## src/design/lpw_pkg.sv

```systemverilog
// constants, types and register map for the twelve channel led pwm bank
package lpw_pkg;
  localparam int CLK_HZ = 125_000_000;
  localparam int PWM_STEPS = 256;
  localparam int FAST_HZ = 24_000;
  localparam int SLOW_HZ = 3_600;
  // prescale rounds down, so the real rate sits slightly above nominal
  localparam logic [7:0] PRE_FAST = 8'(CLK_HZ / (FAST_HZ * PWM_STEPS));
  localparam logic [7:0] PRE_SLOW = 8'(CLK_HZ / (SLOW_HZ * PWM_STEPS));
  localparam int NCH = 12;
  localparam logic [7:0] A_SHUTDOWN = 8'h00;
  localparam logic [7:0] A_DUTY0 = 8'h04;
  localparam logic [7:0] A_UPD = 8'h13;
  localparam logic [7:0] A_SCALE0 = 8'h17;
  localparam logic [7:0] A_GEN = 8'h26;
  localparam logic [7:0] A_RATE = 8'h27;
  localparam logic [7:0] A_SRST = 8'h2F;
  localparam logic [7:0] CMD_KEY = 8'h00;
  localparam logic [7:0] RST_BYTE = 8'h00;
  localparam logic [5:0] SCALE_MASK = 6'h3F;
  localparam logic [4:0] DEV_ADDR_HI = 5'h1B;
  localparam int BIT_CTL = 0;
  localparam int SC_ON_BIT = 4;
  localparam logic [3:0] BYTE_BITS = 4'h8;
  typedef enum logic [2:0] {
    LPW_IDLE = 3'h0,
    LPW_ADDR = 3'h1,
    LPW_REG = 3'h2,
    LPW_DATA = 3'h3,
    LPW_ACK = 3'h4
  } lpw_bus_e;
  typedef struct packed {
    logic scl;
    logic sda;
  } lpw_pins_s;
endpackage

```

## src/design/lpw_regs.sv

```systemverilog
// write-only two-wire register bank and shared pwm core, twelve channels
//
// Overview of operation
// - shutdown register bit 0 selects software shutdown or normal; resets to zero.
// - shutdown bit zero turns every output off; register contents are kept.
// - twelve 8-bit duty registers at consecutive addresses, channel order, reset zero.
// - average output equals maximum times duty over 256, binary weighted bits.
// - duty and scale writes go to holding registers, outputs unchanged until update.
// - host writes zero to update register; device copies held values to active.
// - twelve scale registers, 6-bit field in bits 5:0, reset zero.
// - scale codes 10..13 hex select current; codes 00..0F hex turn channel off.
// - global control bit 0 enables channels or shuts all outputs together.
// - rate bit 0 selects 24kHz, 1 selects 3.6kHz, shared by all channels.
// - writing zero to reset register returns all registers, holding included, to default.
// - power-up reset loads defaults into every register, outputs dark.
// - duty value written equals the brightness step produced.
// - register pointer steps by one as each data byte is acknowledged.
// - write transfers only; address 11011 plus two strap bits, direction zero.
`timescale 1ns/10ps
module lpw_regs
  import lpw_pkg::*;
(
  input wire logic sys_clk,
  input wire logic rst_n,
  input wire logic scl_in,
  input wire logic sda_in,
  output logic sda_out,
  output logic sda_oe_n,
  input wire logic [1:0] addr_strap,
  output logic [lpw_pkg::NCH-1:0] led_channel_outputs,
  output logic [lpw_pkg::NCH-1:0][1:0] led_current_sel
);
  import lpw_pkg::*;

  function automatic logic hit(input logic [7:0] a, input logic [7:0] b);
    hit = (a == b);
  endfunction

  lpw_pins_s pin_s1_r, pin_s2_r, pin_d_r;
  logic [1:0] strap_s1_r, strap_s2_r, strap_r;
  lpw_bus_e st_r, st_nxt, ret_r, ret_nxt;
  logic [3:0] bit_cnt_r, bit_cnt_nxt;
  logic [7:0] shf_r, shf_nxt, ptr_r, ptr_nxt;
  logic oe_n_r, oe_n_nxt;
  logic sda_out_r;
  logic soft_shutdown_bit_r, gen_r, pwm_rate_bit_r;
  logic [NCH-1:0][7:0] duty_sh_r, duty_act_r;
  logic [NCH-1:0][5:0] scale_sh_r, scale_act_r;
  logic [7:0] pre_cnt_r, pwm_cnt_r;
  logic [NCH-1:0] led_r;
  logic [NCH-1:0][1:0] sel_r;

  // only the second stage of each synchroniser and its one-cycle delayed copy feed logic
  always_ff @(posedge sys_clk or negedge rst_n) begin
    if (!rst_n) begin
      pin_s1_r <= '1;
      pin_s2_r <= '1;
      pin_d_r <= '1;
      strap_s1_r <= '0;
      strap_s2_r <= '0;
    end else begin
      pin_s1_r <= '{scl: scl_in, sda: sda_in};
      pin_s2_r <= pin_s1_r;
      pin_d_r <= pin_s2_r;
      strap_s1_r <= addr_strap;
      strap_s2_r <= strap_s1_r;
    end
  end

  wire scl_rise = pin_s2_r.scl & ~pin_d_r.scl;
  wire scl_fall = ~pin_s2_r.scl & pin_d_r.scl;
  wire bus_start = pin_s2_r.scl & pin_d_r.scl & pin_d_r.sda & ~pin_s2_r.sda;
  wire bus_stop = pin_s2_r.scl & pin_d_r.scl & ~pin_d_r.sda & pin_s2_r.sda;
  wire byte_full = (bit_cnt_r == BYTE_BITS);
  wire byte_end = scl_fall & byte_full & ~bus_start & ~bus_stop;
  wire addr_ok = (shf_r == {DEV_ADDR_HI, strap_r, 1'b0});
  wire wr_stb = byte_end & (st_r == LPW_DATA);
  wire upd_stb = wr_stb & hit(ptr_r, A_UPD) & hit(shf_r, CMD_KEY);
  wire srst_stb = wr_stb & hit(ptr_r, A_SRST) & hit(shf_r, RST_BYTE);

  always_comb begin
    st_nxt = st_r;
    ret_nxt = ret_r;
    bit_cnt_nxt = bit_cnt_r;
    shf_nxt = shf_r;
    ptr_nxt = ptr_r;
    oe_n_nxt = oe_n_r;
    if (bus_start) begin
      st_nxt = LPW_ADDR;
      bit_cnt_nxt = '0;
      oe_n_nxt = 1'b1;
    end else if (bus_stop) begin
      st_nxt = LPW_IDLE;
      oe_n_nxt = 1'b1;
    end else begin
      case (st_r)
        LPW_IDLE: begin
          st_nxt = LPW_IDLE;
        end
        LPW_ACK: begin
          if (scl_fall) begin
            st_nxt = ret_r;
            oe_n_nxt = 1'b1;
          end
        end
        LPW_ADDR, LPW_REG, LPW_DATA: begin
          if (scl_rise && !byte_full) begin
            shf_nxt = {shf_r[6:0], pin_s2_r.sda};
            bit_cnt_nxt = bit_cnt_r + 4'h1;
          end else if (byte_end) begin
            bit_cnt_nxt = '0;
            st_nxt = LPW_ACK;
            oe_n_nxt = 1'b0;
            if (st_r == LPW_ADDR) begin
              ret_nxt = LPW_REG;
              // foreign address or read bit gets no ack
              if (!addr_ok) begin
                st_nxt = LPW_IDLE;
                oe_n_nxt = 1'b1;
              end
            end else if (st_r == LPW_REG) begin
              ret_nxt = LPW_DATA;
              ptr_nxt = shf_r;
            end else begin
              ret_nxt = LPW_DATA;
              ptr_nxt = ptr_r + 8'h01;
            end
          end
        end
        default: begin
          st_nxt = LPW_IDLE;
          oe_n_nxt = 1'b1;
        end
      endcase
    end
  end

  always_ff @(posedge sys_clk or negedge rst_n) begin
    if (!rst_n) begin
      st_r <= LPW_IDLE;
      ret_r <= LPW_IDLE;
      bit_cnt_r <= '0;
      shf_r <= '0;
      ptr_r <= '0;
      oe_n_r <= 1'b1;
      sda_out_r <= 1'b0;
      strap_r <= '0;
    end else begin
      st_r <= st_nxt;
      ret_r <= ret_nxt;
      bit_cnt_r <= bit_cnt_nxt;
      shf_r <= shf_nxt;
      ptr_r <= ptr_nxt;
      oe_n_r <= oe_n_nxt;
      sda_out_r <= 1'b0;
      // strap only follows the pins while no transfer is running
      if (st_r == LPW_IDLE) begin
        strap_r <= strap_s2_r;
      end
    end
  end

  // control bits, global, rate, soft reset, defaults
  always_ff @(posedge sys_clk or negedge rst_n) begin
    if (!rst_n) begin
      soft_shutdown_bit_r <= 1'b0;
      gen_r <= 1'b0;
      pwm_rate_bit_r <= 1'b0;
    end else if (srst_stb) begin
      soft_shutdown_bit_r <= 1'b0;
      gen_r <= 1'b0;
      pwm_rate_bit_r <= 1'b0;
    end else if (wr_stb) begin
      if (hit(ptr_r, A_SHUTDOWN)) soft_shutdown_bit_r <= shf_r[BIT_CTL];
      if (hit(ptr_r, A_GEN)) gen_r <= shf_r[BIT_CTL];
      if (hit(ptr_r, A_RATE)) pwm_rate_bit_r <= shf_r[BIT_CTL];
    end
  end

  // prescale picks the shared period rate
  wire [7:0] pre_lim = pwm_rate_bit_r ? PRE_SLOW : PRE_FAST;
  // >= so a switch from slow to fast never overruns the new limit
  wire pwm_tick = (pre_cnt_r >= pre_lim - 8'h01);
  // shutdown gate, global bit one forces off
  wire pwm_run = soft_shutdown_bit_r & ~gen_r;

  // one free running period counter for all channels
  always_ff @(posedge sys_clk or negedge rst_n) begin
    if (!rst_n) begin
      pre_cnt_r <= '0;
      pwm_cnt_r <= '0;
    end else begin
      pre_cnt_r <= pwm_tick ? 8'h00 : pre_cnt_r + 8'h01;
      if (pwm_tick) pwm_cnt_r <= pwm_cnt_r + 8'h01;
    end
  end

  genvar gi;
  generate
    for (gi = 0; gi < NCH; gi++) begin : g_ch
      wire duty_hit = wr_stb & hit(ptr_r, A_DUTY0 + 8'(gi));
      wire scale_hit = wr_stb & hit(ptr_r, A_SCALE0 + 8'(gi));
      // duty holding, scale holding, writes land here only
      always_ff @(posedge sys_clk or negedge rst_n) begin
        if (!rst_n) begin
          duty_sh_r[gi] <= '0;
          scale_sh_r[gi] <= '0;
        end else if (srst_stb) begin
          duty_sh_r[gi] <= '0;
          scale_sh_r[gi] <= '0;
        end else begin
          if (duty_hit) duty_sh_r[gi] <= shf_r;
          if (scale_hit) scale_sh_r[gi] <= shf_r[5:0] & SCALE_MASK;
        end
      end
      always_ff @(posedge sys_clk or negedge rst_n) begin
        if (!rst_n) begin
          duty_act_r[gi] <= '0;
          scale_act_r[gi] <= '0;
        end else if (srst_stb) begin
          duty_act_r[gi] <= '0;
          scale_act_r[gi] <= '0;
        end else if (upd_stb) begin
          duty_act_r[gi] <= duty_sh_r[gi];
          scale_act_r[gi] <= scale_sh_r[gi];
        end
      end
      // on for duty of 256 counts, step equals duty, 00xxxx off
      always_ff @(posedge sys_clk or negedge rst_n) begin
        if (!rst_n) begin
          led_r[gi] <= 1'b0;
          sel_r[gi] <= '0;
        end else begin
          led_r[gi] <= pwm_run & scale_act_r[gi][SC_ON_BIT] &
                       (pwm_cnt_r < duty_act_r[gi]);
          sel_r[gi] <= scale_act_r[gi][1:0];
        end
      end
    end
  endgenerate

  assign sda_out = sda_out_r;
  assign sda_oe_n = oe_n_r;
  assign led_channel_outputs = led_r;
  assign led_current_sel = sel_r;
endmodule // lpw_regs

```

## config.mk

```make
export PLATFORM = sky130hd
export DESIGN_NAME = lpw_regs
export DESIGN_NICKNAME = d
export VERILOG_FILES = /design/src/design/lpw_pkg.sv /design/src/design/lpw_regs.sv
export SDC_FILE = /design/constraint.sdc
export NUM_CORES = 1
export LEC_CHECK = 0
export ABC_AREA = 1
export BUFFER_PORTS_ARGS = -buffer_cell sky130_fd_sc_hd__buf_2
export CAP_MARGIN = 20
export CORE_UTILIZATION = 26
export DETAILED_ROUTE_END_ITERATION = 6
export PLACE_DENSITY = 0.48
export SLEW_MARGIN = 20
export SYNTH_ARGS = -nofsm -noshare
export SYNTH_HDL_FRONTEND = slang
export SYNTH_SLANG_ARGS = --single-unit
```

## constraint.sdc

```tcl
create_clock -name sys_clk -period 2.6 [get_ports sys_clk]
set_input_delay 0.78 -clock sys_clk [delete_from_list [all_inputs] [get_ports sys_clk]]
set_output_delay 0.78 -clock sys_clk [all_outputs]
set_load 0.05 [all_outputs]
```

==> qor.csv, run 1 <==
metric;value;unit
max_slew_margin;49.3;%
rsz0062_at_grt;yes;
core_area;65700;um2
cp_max_fo;29;
grt.overflow.total;0;
synth_commonest_cells;nand2_1 (518), dfrtp_1 (350), nand3_1 (206);
drive_above_1_share;9.83;%
numPortBuffers;42;
grt_pass1_vias;13505;
yosysUniqueCellTypes;34;
antenna_left;0;
synth-main-ff-cell;dfrtp_1;
cts_tree;yes;
dieArea;67400;um2
syn_area;17200;um2
required;3030;ps
antenna_found_initial;0;
finalMaxSlewViolations;0;
grt_max_degree;123;
p_leak;10.4;nW
hold_violations;0;
fin_crit_sh;92.5;%
power.total;12.3;mW
finalNetCount;2123;
drc;0;
fmax;416;MHz
routabilityCongestion;0.810;
async_flop_share;100;%
num_vias;13559;
p_per_area;616;nW/um2
synth_area_leader_cell;dfrtp_1;
status;finished, final reports clean;
pin_count;44;
grt_usage;14.7;%
peakVddDrop;0.444;mV
fin_util;30.4;%
yosys.area.top_type_share;50.8;%
finalCriticalPeriod;2400;ps
cts-root-buf;clkbuf_16;
yosysMostFrequentCell;nand2_1;
ys_seq_area_share;51.9;%
ys_ff_latch;357;
synth_edf_count;0;
crit_path_start_kind;flip-flop;
fp.dieW;260;um
synth_area_leaders;dfrtp_1 (51%), nand2_1 (11%), ha_1 (7.0%), nand3_1 (6.0%), nand4_1 (5.2%);
cts.hold.buffers_added;0;
antenna_cells;0;
synth.avg_cell_area;8.61;um2
arrival;2830;ps
h-tree-depth;2;
hold_class;input port to asynchronous set/reset pin;
synthToLayoutAreaGrowth;15.8;%
end_kind;flip-flop;
synth_nets;2104;
fin_worst_skew;26.8;ps
worst-slew-pin-transition;757;ps
finalWirelength;47800;um
viasPerCell;4.65;
clk_latency;570;ps
drtIter0Drc;979;
cts-buffers-inserted;42;
rows;94;
finalSetupViolCount;0;
path_class;flip-flop to flip-flop;
cts_buffer_depth;3;
die_h;260;um
cts_num_sinks;357;
hpwl;29100;um
grt_pass1_wl;77700;um
yosys_warnings;0;
synthCells;2002;
drv_cap;0;
wl_per_cell;16.4;um
clk_pin_slew;60;ps
dr.pass1.iters;5;
start_util;26.2;%
-- final cells by class --
class | count | area [um2]
multi-input cells | 1370 | 7130
well taps | 864 | 1080
clock buffers | 66 | 1310
clock inverters | 11 | 109
fillers | 6852 | 45800
repair buffers | 95 | 818
flip-flops and latches | 357 | 8940
inverters | 155 | 582
-- sequential cells by signal, summed over array words and instances, names as in the netlist, 3 cells and up --
signal	flops
duty_act_r	96
led_current_sel	24
led_channel_outputs	12
bit_cnt_r	4
scale_act_r	36
ptr_r	8
pre_cnt_r	8
duty_sh_r	96
shf_r	8
pwm_cnt_r	8
scale_sh_r	36
st_r	3
-- layer usage --
metal,up-vias,global-route usage (%),share of wire [%]
li1,6686,-,-
met1,6551,20.3,48
met2,253,23.7,46
met3,69,2.13,3.6
met4,0,4.22,2.5
met5,-,0,0
-- logic make-up after synthesis --
| kind of cell | Yosys count | share of synthesized area, % |
|---|---|---|
| flip-flops | 357 | 51.9 |
| AND/OR/NAND/NOR | 1068 | 27.8 |
| AO/OA/AOI/OAI | 195 | 5.93 |
| XOR/XNOR | 10 | 0.508 |
| other | 1 | 0.0217 |
| buffers and inverters | 275 | 6.97 |
| adder cells (fa/ha/maj) | 96 | 6.97 |
-- power by group --
part,total (mW),switching [mW],internal [mW]
logic,0.669,0.570,0.0987
registers,5.63,0.0253,5.60
clock network,6.02,2.38,3.64
-- timing repair --
| item | CTS | global route |
|---|---|---|
| endpoints found under the setup margin | 0 | 4 |
| setup buffers | 0 | 0 |
| resized for setup | 0 | 2 |
-- worst paths after layout --
kind	slack, ps	start	cells past startpoint	to
max	200	bit_cnt_r[0]	10	duty_sh_r[64]
min	160	rst_n	1	duty_act_r[78]
max reg2reg	200	bit_cnt_r[0]	10	duty_sh_r[64]
min reg2reg	340	strap_s1_r[1]	0	strap_s2_r[1]
max in group asynchronous	1650	rst_n	2	scale_act_r[67]
min in group sys_clk	310	scl_in	1	pin_s1_r[1]
-- stage by stage --
stage | setup TNS, ps | area [um2] | cells | worst slack [ps] | hold WS [ps]
2_1_floorplan | 0 | 17200 | 2002 | 844 | 331
3_3_place_gp | 0 | 18500 | 2841 | 281 | 342
3_5_place_dp | 0 | 18500 | 2841 | 260 | 335
4_1_cts | 0 | 20000 | 2918 | 238 | 146
5_1_grt | -37.5 | 20000 | 2918 | -20.7 | 166
6_report | 0 | 20000 | 2918 | 196 | 157
-- placed cells by master (no fill, tap or decap), drive strengths merged, types with 3 or more instances in the layout --
| cell | n |
|---|---|
| ha | 96 |
| dfrtp | 350 |
| nor2 | 167 |
| dfstp | 7 |
| nand4 | 142 |
| xor2 | 7 |
| a21oi | 122 |
| clkinv | 9 |
| clkbuf | 66 |
| inv | 155 |
| a211oi | 12 |
| xnor2 | 3 |
| o21ai | 57 |
| nor3 | 9 |
| nand2 | 524 |
| nand3 | 222 |
| buf | 95 |
-- critical path, stage by stage (launching register included) --
cell	delay, ps
dfrtp_1	410
inv_1	70
ha_1	130
nand2_1	90
nor2_4	140
nand2_2	90
nor2_2	190
buf_4	440
nand3_2	390
nand3_1	190
o21ai_1	70
Power figures use the tool's default switching activity.
==> run 2: changes to the inputs <==
--- a/config.mk
+++ b/config.mk
@@ -5,13 +5,13 @@
 export SDC_FILE = /design/constraint.sdc
 export NUM_CORES = 1
 export LEC_CHECK = 0
-export ABC_AREA = 1
 export BUFFER_PORTS_ARGS = -buffer_cell sky130_fd_sc_hd__buf_2
 export CAP_MARGIN = 20
 export CORE_UTILIZATION = 26
 export DETAILED_ROUTE_END_ITERATION = 6
+export GPL_ROUTABILITY_DRIVEN = 0
 export PLACE_DENSITY = 0.48
-export SLEW_MARGIN = 20
+export SLEW_MARGIN = 25
 export SYNTH_ARGS = -nofsm -noshare
 export SYNTH_HDL_FRONTEND = slang
 export SYNTH_SLANG_ARGS = --single-unit
==> qor.csv, run 2 <==
metric;value;unit;change
rows;91;;-3.2%
hold_violations;0;;unchanged
die_h;252;um;-2.8%
cts-buffers-inserted;42;;unchanged
p_clk_share;51.4;%;+2.5 points
wl_per_cell;16.4;um;about the same
intPower;9.52;mW;+1.9%
grt.overflow.total;0;;unchanged
cts-root-buf;clkbuf_16;;
grt_max_degree;84;;-32%
fin_worst_skew;24.6;ps;-2.18 ps
seqPwrFrac;46.0;%;+0.3 points
yosysMostFrequentCell;nand2_1;;
arrival;2860;ps;+30 ps
ys_ff_latch;357;;unchanged
yosysUniqueCellTypes;69;;+100%
status;finished, final reports clean;;
final_common_cell;nand2_1;;
ys_seq_area_share;54.9;%;+3.1 points
fill_cells;6383;;-6.8%
synth_commonest_cells;nand2_1 (369), dfrtp_1 (350), o21ai_0 (141);;
async_flop_share;100;%;unchanged
antenna_found_initial;0;;unchanged
antenna_cells;0;;unchanged
synthToLayoutAreaGrowth;18.5;%;
p_leak;8.56;nW;-17%
synth_nets;1726;;-18%
worst-slew-pin-transition;596;ps;-161 ps
p_comb_share;2.5;%;-2.9 points
pin_count;44;;unchanged
rsz0062_at_grt;no;;
yosys_warnings;0;;unchanged
synth-main-ff-cell;dfrtp_1;;
core_area;61800;um2;-6.0%
slowest_delay;570;ps;+130 ps
crit_slowest_cell;and4_1;;
fp.dieW;252;um;-2.8%
mostFrequentLayoutCells;nand2_1 (369), dfrtp_1 (350), o21ai_0 (141), o21ai_1 (102), inv_1 (98);;
grt_usage;13.8;%;-0.88 points
numPortBuffers;42;;unchanged
crit_start;shf_r[4];;
crit_path_start_kind;flip-flop;;
peakVddDrop;0.415;mV;-6.7%
fin_crit_sh;93.6;%;+1.2 points
cts_buffer_depth;3;;unchanged
num_vias;11430;;-16%
finalSetupViolCount;0;;unchanged
synth_edf_count;0;;unchanged
finalWirelength;42000;um;-12%
dr.pass1.iters;5;;unchanged
final_cells;2562;;-12%
finalMaxSlewViolations;0;;unchanged
synth.avg_cell_area;10.0;um2;+16%
cts_tree;yes;;
dieArea;63600;um2;-5.5%
antenna_left;0;;unchanged
p_per_area;630;nW/um2;+2.2%
drc;0;;unchanged
finalNetCount;1794;;-15%
synth_area_leaders;dfrtp_1 (54%), nand2_1 (8.5%), ha_1 (7.4%), o21ai_0 (4.3%), o21ai_1 (3.1%);;
ff2ff_path_depth;5;;-5
end_kind;flip-flop;;
grt_pass1_vias;11583;;-14%
synthCells;1624;;-19%
timing.rr.start;shf_r[4];;
finalCriticalPeriod;2430;ps;+30.1 ps
hpwl;26700;um;-8.2%
tns;0;ps;unchanged
top_regs;duty_act_r x96, duty_sh_r x96;;
fmax;411;MHz;-1.2%
path_class;flip-flop to flip-flop;;
clk_latency;570;ps;about the same
drtIter0Drc;581;;-41%
cts_num_sinks;357;;unchanged
h-tree-depth;2;;unchanged
grt_pass1_wl;67900;um;-13%
hold_class;input port to asynchronous set/reset pin;;
yosys.area.top_type_share;53.8;%;+3.0 points
p_sw;2.63;mW;-11%
crit_path_cell_trace;or4_4, nor3b_2, and4_1, nor2_4, mux2_4;;
cp_max_fo;8;;-72%
viasPerCell;4.46;;-4.0%
start_util;26.3;%;+0.11 points
required;3030;ps;about the same
dp.cells;2484;;-13%
max_slew_margin;60.0;%;+11 points
p_sw_share;21.7;%;-2.5 points
drive_above_1_share;14.3;%;+4.5 points
syn_area;16300;um2;-5.6%
drv_cap;0;;unchanged
synth_area_leader_cell;dfrtp_1;;
clk_pin_slew;60;ps;about the same
## run 2: cell types whose count changed in the layout (fill, tap and decap cells not counted), sizes merged, moves of 13 or more
cell    delta
mux2      +45
buf       +17
inv       -56
nor2b     +22
o21ai    +186
nand2b    +17
nand4    -123
a211o     +13
a21oi     -92
nand2    -154
nand3    -198
nand4b    +13
nor2     -106
## run 2: final timing paths
path                                        to  slack [ps]
max                              duty_sh_r[27]         170
max reg2reg                      duty_sh_r[27]         170
min                        led_current_sel[20]         120
min in group sys_clk               pin_s1_r[0]         340
min reg2reg                 led_current_sel[2]         350
max in group asynchronous   led_current_sel[9]        1790
## run 2: final cells by class
cell class / instances / area [um2] / area share [%]
tap: 837 / 1050 / 5.43
clock inverter: 20 / 279 / 1.45
multi-input combinational: 1081 / 6580 / 34.1
clock buffer: 57 / 1180 / 6.11
inverter: 98 / 368 / 1.91
timing repair buffer: 112 / 896 / 4.64
sequential: 357 / 8940 / 46.4
## run 2: cells by family after synthesis
group,after synthesis,synth area share [%]
AND/OR/NAND/NOR,587,16.7
flip-flops,357,54.9
AO/OA/AOI/OAI,329,11.4
buffers and inverters,186,4.83
adder cells (fa/ha/maj),96,7.38
multiplexers,51,3.85
XOR/XNOR,17,0.914
other,1,0.0230
## run 2: layer usage
metal / global-route usage, % / vias up / wire (um) / share of wire (%)
li1: - / 5592 / - / -
met1: 18.9 / 5618 / 20400 / 49
met2: 22.4 / 154 / 19400 / 46
met5: 0 / - / 0 / 0
met3: 2.21 / 66 / 1250 / 3.0
met4: 3.81 / 0 / 933 / 2.2
## run 2: what timing repair did
item | 4_1_cts | 5_1_grt
endpoints found under the setup margin | 0 | 45
hold buffers | 0 | 0
buffers inserted | 0 | 1
resized for setup | 0 | 1
## run 2: critical path, delay by kind of cell, from the launching register on
family           cells  cell delay [ps]
and+or+nand+nor      4             1620
DFF                  1              380
muxes                1              330
## run 2: power groups by stage
stage	Combinational, mW	Clock, mW	Sequential, mW
after global routing	0.344	6.67	5.59
final	0.306	6.25	5.60
after global placement	0.322	0	5.70
after floorplan	0.0880	0	5.69
after detailed placement	0.323	0	5.70
after CTS	0.323	6.43	5.59
## run 2: through the flow
step	power (mW)	cell area [um2]	hold slack [ps]	util, %	setup WS (ps)
2_1_floorplan	5.78	16300	331	-	444
3_3_place_gp	6.02	17800	337	28.8	192
3_5_place_dp	6.02	17800	341	28.8	152
4_1_cts	12.4	19300	101	31.2	143
5_1_grt	12.6	19300	116	31.2	46.1
6_report	12.2	19300	119	31.2	165
==> run 3: changes to the inputs <==
--- a/config.mk
+++ b/config.mk
@@ -8,6 +8,7 @@
 export BUFFER_PORTS_ARGS = -buffer_cell sky130_fd_sc_hd__buf_2
 export CAP_MARGIN = 20
 export CORE_UTILIZATION = 26
+export CTS_BUF_LIST = sky130_fd_sc_hd__clkbuf_8 sky130_fd_sc_hd__clkbuf_16
 export DETAILED_ROUTE_END_ITERATION = 6
 export GPL_ROUTABILITY_DRIVEN = 0
 export PLACE_DENSITY = 0.48
==> qor.csv, run 3 (synthesis gave the netlist of run 2 again) <==
metric;value;unit;change
viasPerCell;4.46;;-0.12%
ff2ff_path_depth;5;;unchanged
crit_path_start_kind;flip-flop;;
cts_num_sinks;357;;unchanged
drc;0;;unchanged
dr.pass1.iters;5;;unchanged
clk_pin_slew;60;ps;about the same
drv_cap;0;;unchanged
core_area;61800;um2;unchanged
rows;91;;unchanged
crit_family;simple AND/OR/NAND/NOR gates;;
end_kind;flip-flop;;
final_common_cell;nand2_1;;
top_layer;met4;;
fin_worst_skew;24.7;ps;+0.139 ps
whs;120;ps;+0.901 ps
finalNetCount;1794;;unchanged
cp_max_fo;8;;unchanged
mostFrequentLayoutCells;nand2_1 (369), dfrtp_1 (350), o21ai_0 (141), inv_1 (107), o21ai_1 (102);;
grt.overflow.total;0;;unchanged
wl_met3;1270;um;+1.5%
max_slew_margin;58.7;%;-1.3 points
cts.hold.buffers_added;0;;unchanged
hold_class;input port to asynchronous set/reset pin;;
timing.rr.start;shf_r[4];;
crit_start;shf_r[4];;
route.met2.wl;19400;um;+0.11%
fp.dieW;252;um;unchanged
h-tree-depth;2;;unchanged
pin_count;44;;unchanged
p_clk_share;51.3;%;about the same
slowest_delay;560;ps;about the same
finalMaxSlewViolations;0;;unchanged
antenna_left;0;;unchanged
p_sw_share;21.7;%;+0.031 points
p_sw;2.63;mW;-0.20%
hold_violations;0;;unchanged
pre_cts_slack;152;ps;unchanged
p_comb_share;2.5;%;about the same
grt_pass1_vias;11586;;+0.026%
top_regs;duty_act_r x96, duty_sh_r x96;;
synthToLayoutAreaGrowth;18.5;%;unchanged
drtIter0Drc;577;;-0.69%
numPortBuffers;42;;unchanged
cts_tree;yes;;
clk_latency;570;ps;about the same
wl_met1;20400;um;-0.32%
crit_path_cell_trace;or4_4, nor3b_2, and4_1, nor2_4, mux2_4;;
path_class;flip-flop to flip-flop;;
dieArea;63600;um2;unchanged
antenna_cells;0;;unchanged
finalWirelength;42000;um;about the same
hpwl;26700;um;unchanged
p_per_area;628;nW/um2;-0.34%
grt_usage;13.8;%;unchanged
peakVddDrop;0.415;mV;about the same
fmax;415;MHz;+1.0%
drive_above_1_share;14.3;%;unchanged
place_area;17800;um2;unchanged
post-route-cell-area;19300;um2;unchanged
timing.rr.end;duty_sh_r[25];;
grt_pass1_wl;68000;um;about the same
fill_cells;6383;;unchanged
power.total;12.1;mW;-0.34%
tns;0;ps;unchanged
finalSetupViolCount;0;;unchanged
critical_path_buf_inv_count;0;;unchanged
antenna_found_initial;0;;unchanged
fin_ws;190;ps;+24.1 ps
rsz0062_at_grt;no;;
status;finished, final reports clean;;
arrival;2840;ps;-20 ps
wl_per_cell;16.4;um;about the same
cts-root-buf;clkbuf_16;;
p_leak;8.60;nW;+0.44%
finalCriticalPeriod;2410;ps;-24.1 ps
crit_slowest_cell;and4_1;;
intPower;9.48;mW;-0.38%
fin_crit_sh;92.7;%;-0.93 points
worst-slew-pin-transition;615;ps;+18.8 ps
seqPwrFrac;46.2;%;+0.2 points
r2r_slack;190;ps;+20 ps
grt_max_degree;84;;unchanged
num_vias;11416;;-0.12%
die_h;252;um;unchanged
cts-buffers-inserted;42;;unchanged
start_util;26.3;%;unchanged
required;3030;ps;about the same
cts_buffer_depth;3;;unchanged
==> run 3: cell count changes in the layout (fill, tap and decap cells not counted) <==
cell      delta
clkbuf_1     -9
inv_1        +9
==> run 3: area by class of cell <==
cell class / instances / area [um2] / area share, %
Sequential cell: 357 / 8940 / 46.4
Clock inverter: 29 / 313 / 1.62
Tap cell: 837 / 1050 / 5.43
Inverter: 98 / 368 / 1.91
Multi-Input combinational cell: 1081 / 6580 / 34.1
Timing Repair Buffer: 112 / 896 / 4.64
Clock buffer: 48 / 1140 / 5.94
==> run 3: worst max-delay path by stage <==
stage	to	slack, ps	cells after the start
5_1_grt	duty_sh_r[27]	50	7
3_3_place_gp	duty_act_r[89]	190	9
2_1_floorplan	duty_sh_r[77]	440	8
4_1_cts	duty_act_r[90]	140	9
3_5_place_dp	duty_act_r[90]	150	9
6_report	duty_sh_r[25]	190	5
==> run 3: layer usage <==
metal,up-vias,track usage (%)
met2,164,22.4
met3,66,2.21
met1,5596,18.9
li1,5590,-
met5,-,0
met4,0,3.81
==> run 3: worst reg2reg max path: cells and delay by family (launching register included) <==
family           cells  cell delay [ps]
multiplexers         1              330
flip-flops           1              370
AND/OR/NAND/NOR      4             1590
==> run 3: metrics by stage <==
step | instances | utilization, %
3_5_place_dp | 2484 | 28.8
6_report | 2562 | 31.2
3_3_place_gp | 2484 | 28.8
2_1_floorplan | 1624 | -
4_1_cts | 2561 | 31.2
5_1_grt | 2562 | 31.2
==> run 3: power by group through the flow <==
| stage | sequential, mW | combinational (mW) | clock [mW] |
|---|---|---|---|
| 6_report | 5.60 | 0.306 | 6.21 |
| 3_5_place_dp | 5.70 | 0.323 | 0 |
| 2_1_floorplan | 5.69 | 0.0880 | 0 |
| 5_1_grt | 5.59 | 0.344 | 6.64 |
| 4_1_cts | 5.59 | 0.323 | 6.40 |
| 3_3_place_gp | 5.70 | 0.322 | 0 |
==> run 3: repair_timing <==
action,4_1_cts,5_1_grt
gates resized for setup,0,1
endpoints found under the hold margin,0,0
setup buffers,0,1
endpoints found under the setup margin,0,45
